### src/hdl/rpt_defines.svh
`ifndef RPT_DEFINES_SVH
`define RPT_DEFINES_SVH

// ----------------------------------------------------------------
// Register offsets
// ----------------------------------------------------------------
`define RPT_ADDR_MODE       8'h2a
`define RPT_ADDR_PRESC_LO   8'h2b
`define RPT_ADDR_RELOAD_HI  8'h2c
`define RPT_ADDR_RELOAD_LO  8'h2d
`define RPT_ADDR_COUNT_HI   8'h2e
`define RPT_ADDR_COUNT_LO   8'h2f
`define RPT_ADDR_CTRL       8'h38
`define RPT_ADDR_STATUS     8'h39
`define RPT_ADDR_IRQ_STAT   8'h3a
`define RPT_ADDR_IRQ_MASK   8'h3b

// ----------------------------------------------------------------
// Field positions
// ----------------------------------------------------------------
`define RPT_MODE_AUTO       7
`define RPT_MODE_GATE_HI    6
`define RPT_MODE_GATE_LO    5
`define RPT_MODE_RELOAD     4
`define RPT_MODE_PRESC_HI   3
`define RPT_MODE_PRESC_LO   0
`define RPT_CTRL_STOP       0
`define RPT_CTRL_START      1
`define RPT_CTRL_MULTI      2
`define RPT_STAT_ACTIVE     0
`define RPT_IRQ_ZERO        0

// ----------------------------------------------------------------
// Gate select codes
// ----------------------------------------------------------------
`define RPT_GATE_NONE       2'b00
`define RPT_GATE_PIN_A      2'b01
`define RPT_GATE_PIN_B      2'b10

// ----------------------------------------------------------------
// Reset values
// ----------------------------------------------------------------
`define RPT_RST_BYTE        8'h00
`define RPT_RST_COUNT       16'h0000
`define RPT_RST_PCNT        12'h000

`endif

### src/hdl/rpt_pkg.sv
`default_nettype none

package rpt_pkg;

  typedef enum logic [0:0]
  {
    RPT_IDLE  = 1'b0,
    RPT_COUNT = 1'b1
  } rpt_run_t;

  typedef struct packed
  {
    logic [7:0]  mode;
    logic [7:0]  presc_lo;
    logic [7:0]  reload_hi;
    logic [7:0]  reload_lo;
    logic        multi;
    logic        irq_stat;
    logic        irq_mask;
    rpt_run_t    run;
    logic [15:0] count;
    logic [11:0] pcnt;
    logic [7:0]  rdata;
    logic [1:0]  sync1;
    logic [1:0]  sync2;
  } rpt_state_t;

endpackage : rpt_pkg

`default_nettype wire

### src/hdl/rpt_timer.sv
// What this block does
// - Auto mode starts timer at transmission end.
// - Auto, single frame: first bit stops timer.
// - Auto, multi frame: only stop-now or a zero without reload stops.
// - Manual mode ignores transmit/receive events.
// - Gate select: none, pin a, pin b.
// - Active flag ignores gate pin level.
// - Reload-on-zero restarts from reload value.
// - Otherwise stop at zero, set flag.
// - Divider upper nibble in mode register.
// - Tick rate is clock over divider plus one.
// - Reload value in two bytes, upper 2Ch.
// - Reload copied into counter at start and at zero with reload-on-zero.
// - Count upper byte readable at 2Eh.
// - Count lower byte readable at 2Fh.
//
// The address-and-strobe port was chosen for this implementation.

`include "rpt_defines.svh"

`default_nettype none

module rpt_timer
(
  input  wire logic       clk,
  input  wire logic       reset_n,
  input  wire logic [7:0] reg_addr,
  input  wire logic [7:0] reg_wdata,
  input  wire logic       reg_wr,
  input  wire logic       reg_rd,
  output logic      [7:0] reg_rdata,
  input  wire logic       tx_end_pulse,
  input  wire logic       rx_first_bit_pulse,
  input  wire logic       gate_input_pin_a,
  input  wire logic       gate_input_pin_b,
  output logic            timer_active_flag,
  output logic            irq
);

  // ----------------------------------------------------------------
  // Decoding helpers
  // ----------------------------------------------------------------
  function automatic logic rpt_hit
  (
    input logic [7:0] addr,
    input logic [7:0] offset
  );
    rpt_hit = (addr == offset);
  endfunction

  rpt_pkg::rpt_state_t st_r;
  rpt_pkg::rpt_state_t st_nxt;

  logic        auto_start_on_tx_end;
  logic [1:0]  gate_source_select;
  logic        reload_on_zero;
  logic [3:0]  tick_divider_upper;
  logic [11:0] tick_divider_value;
  logic [15:0] reload_value;
  logic        gate_open;
  logic        wr_ctrl;
  logic        start_evt;
  logic        stop_evt;
  logic        tick;
  logic        zero_evt;

  // ----------------------------------------------------------------
  // Mode decode
  // ----------------------------------------------------------------
  assign auto_start_on_tx_end = st_r.mode[`RPT_MODE_AUTO];
  assign gate_source_select   = st_r.mode[`RPT_MODE_GATE_HI:`RPT_MODE_GATE_LO];
  assign reload_on_zero       = st_r.mode[`RPT_MODE_RELOAD];
  assign tick_divider_upper   = st_r.mode[`RPT_MODE_PRESC_HI:`RPT_MODE_PRESC_LO];
  assign tick_divider_value   = {tick_divider_upper, st_r.presc_lo};
  assign reload_value         = {st_r.reload_hi, st_r.reload_lo};

  // The code 11 selects no source, so the count simply freezes there.
  always_comb
  begin
    unique case (gate_source_select)
      `RPT_GATE_NONE:  gate_open = 1'b1;
      `RPT_GATE_PIN_A: gate_open = st_r.sync2[0];
      `RPT_GATE_PIN_B: gate_open = st_r.sync2[1];
      default:         gate_open = 1'b0;
    endcase
  end

  // ----------------------------------------------------------------
  // Start and stop events
  // ----------------------------------------------------------------
  assign wr_ctrl = reg_wr && rpt_hit(reg_addr, `RPT_ADDR_CTRL);

  // Protocol events only count in auto mode; software start works in both modes unless a stop comes in the same cycle.
  assign start_evt = (auto_start_on_tx_end && tx_end_pulse)
                  || (wr_ctrl && reg_wdata[`RPT_CTRL_START]);

  // In multi-frame receive the first bit is ignored; only stop-now or a zero without reload halts.
  assign stop_evt = (auto_start_on_tx_end && !st_r.multi
                     && rx_first_bit_pulse)
                 || (wr_ctrl && reg_wdata[`RPT_CTRL_STOP]);

  // ----------------------------------------------------------------
  // Prescaler tick
  // ----------------------------------------------------------------
  // One tick every divider+1 cycles while counting and the gate is open.
  assign tick = (st_r.run == rpt_pkg::RPT_COUNT) && gate_open
             && (st_r.pcnt == 12'h000);

  assign zero_evt = tick && (st_r.count == 16'h0000);

  // ----------------------------------------------------------------
  // Next state
  // ----------------------------------------------------------------
  always_comb
  begin
    st_nxt = st_r;

    // Pins arrive from outside; two stages before any logic reads them.
    st_nxt.sync1 = {gate_input_pin_b, gate_input_pin_a};
    st_nxt.sync2 = st_r.sync1;

    // Register writes.
    if (reg_wr)
    begin
      if (rpt_hit(reg_addr, `RPT_ADDR_MODE))
      begin
        st_nxt.mode = reg_wdata;
      end
      if (rpt_hit(reg_addr, `RPT_ADDR_PRESC_LO))
      begin
        st_nxt.presc_lo = reg_wdata;
      end
      if (rpt_hit(reg_addr, `RPT_ADDR_RELOAD_HI))
      begin
        st_nxt.reload_hi = reg_wdata;
      end
      if (rpt_hit(reg_addr, `RPT_ADDR_RELOAD_LO))
      begin
        st_nxt.reload_lo = reg_wdata;
      end
      if (rpt_hit(reg_addr, `RPT_ADDR_CTRL))
      begin
        st_nxt.multi = reg_wdata[`RPT_CTRL_MULTI];
      end
      if (rpt_hit(reg_addr, `RPT_ADDR_IRQ_MASK))
      begin
        st_nxt.irq_mask = reg_wdata[`RPT_IRQ_ZERO];
      end
      if (rpt_hit(reg_addr, `RPT_ADDR_IRQ_STAT) && reg_wdata[`RPT_IRQ_ZERO])
      begin
        st_nxt.irq_stat = 1'b0;
      end
    end

    // Counting. The gate stalls the prescaler too, so a closed gate
    // freezes both the count and the phase of the next tick.
    if ((st_r.run == rpt_pkg::RPT_COUNT) && gate_open)
    begin
      if (st_r.pcnt == 12'h000)
      begin
        st_nxt.pcnt = tick_divider_value;
      end
      else
      begin
        st_nxt.pcnt = st_r.pcnt - 12'h001;
      end
    end

    if (tick)
    begin
      if (st_r.count != 16'h0000)
      begin
        st_nxt.count = st_r.count - 16'h0001;
      end
      else if (reload_on_zero)
      begin
        st_nxt.count = reload_value;
      end
      else
      begin
        st_nxt.run = rpt_pkg::RPT_IDLE;
      end
    end

    // A zero event sets the flag even against a clear in the same cycle.
    if (zero_evt)
    begin
      st_nxt.irq_stat = 1'b1;
    end

    // Start reloads the count; elsewhere only a zero with reload-on-zero loads the reload bytes.
    if (start_evt)
    begin
      st_nxt.run   = rpt_pkg::RPT_COUNT;
      st_nxt.count = reload_value;
      st_nxt.pcnt  = tick_divider_value;
    end

    // Stop wins over a start in the same cycle.
    if (stop_evt)
    begin
      st_nxt.run = rpt_pkg::RPT_IDLE;
    end

    // Read data stand only in the cycle after the read strobe.
    st_nxt.rdata = 8'h00;
    if (reg_rd)
    begin
      unique case (reg_addr)
        `RPT_ADDR_MODE:      st_nxt.rdata = st_r.mode;
        `RPT_ADDR_PRESC_LO:  st_nxt.rdata = st_r.presc_lo;
        `RPT_ADDR_RELOAD_HI: st_nxt.rdata = st_r.reload_hi;
        `RPT_ADDR_RELOAD_LO: st_nxt.rdata = st_r.reload_lo;
        `RPT_ADDR_COUNT_HI:  st_nxt.rdata = st_r.count[15:8];
        `RPT_ADDR_COUNT_LO:  st_nxt.rdata = st_r.count[7:0];
        `RPT_ADDR_CTRL:      st_nxt.rdata = {5'h00, st_r.multi, 2'b00};
        `RPT_ADDR_STATUS:    st_nxt.rdata = {7'h00, st_r.run};
        `RPT_ADDR_IRQ_STAT:  st_nxt.rdata = {7'h00, st_r.irq_stat};
        `RPT_ADDR_IRQ_MASK:  st_nxt.rdata = {7'h00, st_r.irq_mask};
        default:             st_nxt.rdata = 8'h00;
      endcase
    end
  end

  // ----------------------------------------------------------------
  // State register
  // ----------------------------------------------------------------
  always_ff @(posedge clk or negedge reset_n)
  begin
    if (!reset_n)
    begin
      st_r.mode      <= `RPT_RST_BYTE;
      st_r.presc_lo  <= `RPT_RST_BYTE;
      st_r.reload_hi <= `RPT_RST_BYTE;
      st_r.reload_lo <= `RPT_RST_BYTE;
      st_r.multi     <= 1'b0;
      st_r.irq_stat  <= 1'b0;
      st_r.irq_mask  <= 1'b0;
      st_r.run       <= rpt_pkg::RPT_IDLE;
      st_r.count     <= `RPT_RST_COUNT;
      st_r.pcnt      <= `RPT_RST_PCNT;
      st_r.rdata     <= `RPT_RST_BYTE;
      st_r.sync1     <= 2'b00;
      st_r.sync2     <= 2'b00;
    end
    else
    begin
      st_r <= st_nxt;
    end
  end

  // ----------------------------------------------------------------
  // Outputs
  // ----------------------------------------------------------------
  assign reg_rdata         = st_r.rdata;
  assign timer_active_flag = (st_r.run == rpt_pkg::RPT_COUNT);
  assign irq               = st_r.irq_stat && st_r.irq_mask;

endmodule // rpt_timer

`default_nettype wire

### config.mk
export PLATFORM = sky130hd
export DESIGN_NAME = rpt_timer
export DESIGN_NICKNAME = d
export VERILOG_FILES = /design/src/hdl/rpt_pkg.sv /design/src/hdl/rpt_timer.sv
export VERILOG_INCLUDE_DIRS = /design/src /design/src/hdl
export SDC_FILE = /design/constraint.sdc
export NUM_CORES = 1
export LEC_CHECK = 0
export BUFFER_PORTS_ARGS = -buffer_cell sky130_fd_sc_hd__buf_2
export CAP_MARGIN = 40
export CORE_MARGIN = 10
export CORE_UTILIZATION = 60
export DETAILED_ROUTE_END_ITERATION = 16
export PLACE_DENSITY_LB_ADDON = 0.08
export SETUP_SLACK_MARGIN = 0.2
export SLEW_MARGIN = 20
export SYNTH_ARGS = -nofsm -noshare
export SYNTH_HDL_FRONTEND = slang
export SYNTH_SLANG_ARGS = --single-unit
### constraint.sdc
create_clock -name clk -period 5.25 [get_ports clk]
set_input_delay 0.525 -clock clk [delete_from_list [all_inputs] [get_ports clk]]
set_output_delay 0.525 -clock clk [all_outputs]
set_load 0.01 [all_outputs]
; ---- Word level (Yosys, flattened, before mapping)
; Index checks and enable logic that the tools add are counted.
[word_totals]
wordCells = 78
ff_bits = 76
out_inout_bits = 10
inputBits = 24
[classes]
addsub = 2
eq_ne = 14
muxes = 16
reduce_logical = 33
[ops]
columns = op, count
row1 = $eq A8 B6 Y1 const B, 10
row2 = $pmux W8 S10, 1
row3 = $mux W16, 2
row4 = $mux W29, 1
row5 = $mux W12, 2
row6 = $mux W17, 1
row7 = $logic_not A16 Y1, 1
row8 = $reduce_and A2 Y1, 8
row9 = $reduce_bool A16 Y1, 1
row10 = $sub A16 B1 Y16 const B, 1
row11 = $logic_not A12 Y1, 1
row12 = $sub A12 B1 Y12 const B, 1
row13 = $logic_and A1 B1 Y1, 11
row14 = $mux W8, 1
row15 = $reduce_bool A2 Y1, 4
row16 = $mux W1, 6
row17 = $reduce_bool A3 Y1, 2
row18 = $ne A3 B1 Y1 const B, 1
row19 = $ne A3 B3 Y1 const B, 1
row20 = $pmux W1 S3, 1
row21 = $reduce_and A3 Y1, 1
row22 = $eq A2 B1 Y1 const B, 1
row23 = $eq A2 B2 Y1 const B, 1
row24 = $logic_not A2 Y1, 1
row25 = other kinds (3), 4

; ---- Logic depth before layout (Yosys ltp)
[depth]
depth_word = 7
mapped_depth = 9
ltp_nobuf = 8

; ---- Worst setup path after synthesis
; OpenSTA, ideal clock, no wires.
[synth_path]
path_type = reg-to-reg
startpoint = register st_r[27] (netlist name)
endpoint = register st_r[34] (netlist name)
arrival_ns = 2.314
period_less_slack_ns = 2.436
t_required_ns = 5.127
n_path_buf = 1
path_slack_ns = 2.814
stages_incl_launch_ff = 7
setup_time_ns = 0.123
cell_sequence = dfrtp_1 or4_4 or4_1 buf_2 nor3_1 a21oi_1 o221a_2
[synth_via]
elab_chain_len = 4
word_cells_on_any_way = 7
cone_classes = add/sub: 1 / mux: 3 / reduce/logical: 3
[synth_rtl]
columns = element, line
row1 = "start, declared", rpt_timer.sv:51  ; rpt_pkg::rpt_state_t st_r;
row2 = "start signal, assigned", rpt_timer.sv:248  ; st_r <= st_nxt;
row3 = $sub A16 B1 Y16 or $reduce_bool A16 Y1 (tied branches), "rpt_timer.sv:173, rpt_timer.sv:171"
row4 = $mux W16, rpt_timer.sv:171  ; if (st_r.count != 16'h0000)
row5 = $mux W17, rpt_timer.sv:169  ; if (tick)
row6 = $mux W29, rpt_timer.sv:192  ; if (start_evt)
; Several ways; a longest one is shown, not always the timed one. The select of a mux whose other input is x is not followed.
; A chain may end at the register's enable or synchronous reset.

; ---- Worst setup path after layout
[layout_path]
startpoint = register st_r[27] (netlist name)
endpoint = register st_r[38] (netlist name)
; The elaborated chain is that of the path after synthesis.

==> impl_metrics.env <==
export IMPL_status="finished, final reports clean"
export IMPL_die_y_microns=103
export IMPL_cts_resized_gates=0
export IMPL_cts_setup_buffers=0
export IMPL_synth_edf_count=0
export IMPL_tritoncts_num_buffers=9
export IMPL_setup_worst_path_class="flip-flop to flip-flop"
export IMPL_maxSlewHeadroom_pct=43.9
export IMPL_synthesis_area_sq_um=4100
export IMPL_crit_arrival_ps=3110
export IMPL_compound_gate_fraction_of_synth_area_pct=15.3
export IMPL_drt_antenna_violating_nets=0
export IMPL_coreArea_sq_um=6720
export IMPL_cts_reportedPaths_clkPinSlew_ps=90
export IMPL_setup_violations_final=0
export IMPL_mappedNetlistNets=439
export IMPL_fin_tns_setup_ps=0
export IMPL_dieWidth_microns=103
export IMPL_first_global_vias=3341
export IMPL_synth_area_mux_share_pct=13.5
export IMPL_yosysSeqAreaShare_pct=46.4
export IMPL_drc=0
export IMPL_num_rows=30
export IMPL_ir_worst_vdd_uv=142
export IMPL_worstPathBufferInverterCount=0
export IMPL_power_frac_seq_pct=51.0
export IMPL_synthCells=411
export IMPL_clk_insertion_delay_late_ps=350
export IMPL_post_synth_cell_area_avg_sq_um=9.98
export IMPL_synth_seq_cells=76
export IMPL_layout_worst_path_cycle_share_pct=55.0
export IMPL_grt_pass1_wl_mm=17.3
export IMPL_fin_skew_ps=8.51
export IMPL_num_nets_final=465
export IMPL_final_min_clock_period_ps=2890
export IMPL_crit_path_top_delay_cell="sky130_fd_sc_hd__or4_4"
export IMPL_finalWeightedCongestion=0.920
export IMPL_path_max_fanout=8
export IMPL_worstReg2RegStart="st_r[27]$_DFFE_PN0P_"
export IMPL_hold_violations=0
export IMPL_synthAdderAreaFrac_pct=1.22
export IMPL_power_density_relative_to_cell_area_nw_per_um2=336
export IMPL_cts_tree="built"
export IMPL_initial_antenna_violation_count=0
export IMPL_hold_class="input pin to async pin"
export IMPL_synth_xor_area_share_pct=0.213
export IMPL_io_buffers=33
export IMPL_floorplan_die_area_sq_um=10500
export IMPL_p_comb_share_pct=21.4
export IMPL_mostFrequentLayoutCell="sky130_fd_sc_hd__dfrtp_1"
export IMPL_layout_core_utilization_pct=66.8
export IMPL_rsz0062_at_grt="false"
export IMPL_synth_async_reset_ratio_pct=100
export IMPL_timing_critical_path_to_type="flip-flop"
export IMPL_fmaxAchievable_ghz=0.346
export IMPL_power_switching_mw=0.528
export IMPL_rr_endpoint="st_r[38]$_DFFE_PN0P_"
export IMPL_synthDistinctLibCells=54
export IMPL_clock_tree_sinks=76
export IMPL_reg2reg_slack_ps=2360
export IMPL_syn_to_final_growth_pct=9.45
export IMPL_ios=34
export IMPL_worst_r2r_cell_count=6
export IMPL_power_switching_share_pct=35.0
export IMPL_path_delay_family="simple AND/OR/NAND/NOR gates"
export IMPL_viasPerCell=6.59
export IMPL_slew_viol_final=0
export IMPL_setup_worst_path_start_class="flip-flop"
export IMPL_cts_buffer_depth=2
export IMPL_grt_remaining_overflow=0
export IMPL_drt_pre_antenna_iters=6
export IMPL_most_common_layout_cells="sky130_fd_sc_hd__dfrtp_1, sky130_fd_sc_hd__nand2_1, sky130_fd_sc_hd__buf_2, sky130_fd_sc_hd__o21ai_0, sky130_fd_sc_hd__mux2_2"
export IMPL_synth_area_in_simple_gates_pct=18.8
export IMPL_cts_root_buf="sky130_fd_sc_hd__clkbuf_8"
export IMPL_total_instance_count_after_detailed_placement=504
export IMPL_track_usage_pct=21.0
export IMPL_timing_critical_path_slowest_cell_delay_ps=610
export IMPL_drt_iter0_markers=274
export IMPL_p_int_mw=0.982
export IMPL_critical_path_cell_count=6
export IMPL_avgRoutedWirePerCell_microns=20.2
export IMPL_share_clk_of_total_power_pct=27.6
export IMPL_dp_final_hpwl_mm=7.88
export IMPL_cts_hold_buffers_added=0
export IMPL_critical_path_cell_sequence="or4_4 > or4_1 > nor3_1 > a21oi_1 > nand3_1 > o311ai_0"
export IMPL_via_count=3441
export IMPL_timing_critical_path_required_ps=5470
export IMPL_power_leakage_nw=1.98
export IMPL_cap_violations=0
export IMPL_routed_wl_mm=10.6
export IMPL_initial_utilization_pct=61.1
export IMPL_drive_above_1_share_pct=23.1
export IMPL_layoutNonFillerInstCount=522
export IMPL_max_slew_worst_pin_slew_ps=832
export IMPL_ctsHtreeMaxLevel=3
export IMPL_antennaDiodeCount=0
export IMPL_dominantRegCellSynth="sky130_fd_sc_hd__dfrtp_1"
export IMPL_pin_count_of_the_biggest_net_entering_global_routing=55
export IMPL_ys_warnings_count=0
export IMPL_synth_top_family_by_area="simple AND/OR/NAND/NOR gates"
==> cells by family (layout without fill, tap and decap cells) <==
kind of cell               Yosys count  after routing
and+or+nand+nor                    148            148
AOI/OAI and AO/OA                  102            102
DFF                                 76             76
muxes                               41             41
buffers and inverters               39             70
adders and majority gates            4              4
xor gates and xnor gates             1              1
==> stage by stage <==
step | hold WS (ps) | power (mW) | instance area (sq um) | setup slack (ps)
after floorplan | 229 | 0.979 | 4100 | 2810
after global placement | 333 | 1.08 | 4260 | 2260
after detailed placement | 335 | 1.09 | 4300 | 2290
after CTS | 72.3 | 1.51 | 4480 | 2450
after global routing | 81.7 | 1.60 | 4490 | 2190
final | 70.3 | 1.51 | 4490 | 2360
==> flip-flops by register name, summed over array words and instances, names as in the netlist <==
signal,cells
st_r,45
gate_source_select,2
reload_value,16
reload_on_zero,1
auto_start_on_tx_end,1
timer_active_flag,1
st_nxt,2
reg_rdata,8
==> worst max-delay path by stage <==
stage,to,from,slack (ps)
after floorplan,st_r[34]$_DFFE_PN0P_,st_r[27]$_DFFE_PN0P_,2810
after global placement,st_r[18]$_DFFE_PN0P_,reg_addr[0],2260
after detailed placement,st_r[18]$_DFFE_PN0P_,reg_addr[0],2290
after CTS,st_r[38]$_DFFE_PN0P_,st_r[27]$_DFFE_PN0P_,2450
after global routing,st_r[38]$_DFFE_PN0P_,st_r[27]$_DFFE_PN0P_,2190
final,st_r[38]$_DFFE_PN0P_,st_r[27]$_DFFE_PN0P_,2360
==> Yosys cell counts, types with 3 or more instances <==
cell                       count  area [sq um]
sky130_fd_sc_hd__nand3_1      28           140
sky130_fd_sc_hd__nor4_1        7          43.8
sky130_fd_sc_hd__ha_1          4          50.1
sky130_fd_sc_hd__dfrtp_1      76          1900
sky130_fd_sc_hd__nor3_1       13          65.1
sky130_fd_sc_hd__buf_4         9          67.6
sky130_fd_sc_hd__mux4_2        7           158
sky130_fd_sc_hd__o22ai_1       3          18.8
sky130_fd_sc_hd__or3_1         4          25.0
sky130_fd_sc_hd__o21ai_0      32           160
sky130_fd_sc_hd__nand2_1      41           154
sky130_fd_sc_hd__nand4_1       4          25.0
sky130_fd_sc_hd__a22oi_1      11          82.6
sky130_fd_sc_hd__a31oi_1       6          37.5
sky130_fd_sc_hd__a21oi_1      29           145
sky130_fd_sc_hd__and3_1        4          25.0
sky130_fd_sc_hd__nor2_1       22          82.6
sky130_fd_sc_hd__o211ai_1      4          30.0
sky130_fd_sc_hd__inv_1        14          52.6
sky130_fd_sc_hd__clkbuf_1     13          48.8
sky130_fd_sc_hd__mux2_2       31           349
sky130_fd_sc_hd__a222oi_1      3          30.0
sky130_fd_sc_hd__nand4b_1      3          26.3
sky130_fd_sc_hd__nor2b_1       3          18.8
==> power by group through the flow <==
stage                     Sequential (mW)  Clock, mW  Combinational, mW
after floorplan                     0.748          0              0.231
after global placement              0.774          0              0.302
after detailed placement            0.779          0              0.316
after CTS                           0.768      0.421              0.317
after global routing                0.781      0.445              0.369
final                               0.769      0.417              0.324
==> layer usage <==
metal,share of wire [%],GRT usage [%],up-vias
met2,50,35.6,136
li1,-,-,1595
met1,42,26.5,1687
met4,1.9,7.59,0
met5,0,0,-
met3,6.1,3.08,23
==> worst register-to-register path: cells and delay by family, from the launching register on <==
| family | cells | cell delay (ps) |
|---|---|---|
| AO/OA/AOI/OAI | 2 | 450 |
| AND/OR/NAND/NOR | 4 | 1840 |
| flip-flops | 1 | 470 |
==> area by class of cell <==
class | count | area (sq um)
fillers | 522 | 2230
multi-input cells | 296 | 2020
flip-flops and latches | 76 | 1900
repair buffers | 40 | 235
clock buffers | 9 | 124
well taps | 80 | 100
clock inverters | 7 | 58.8
inverters | 14 | 52.6
No activity file was read; power rests on OpenSTA's default activity.
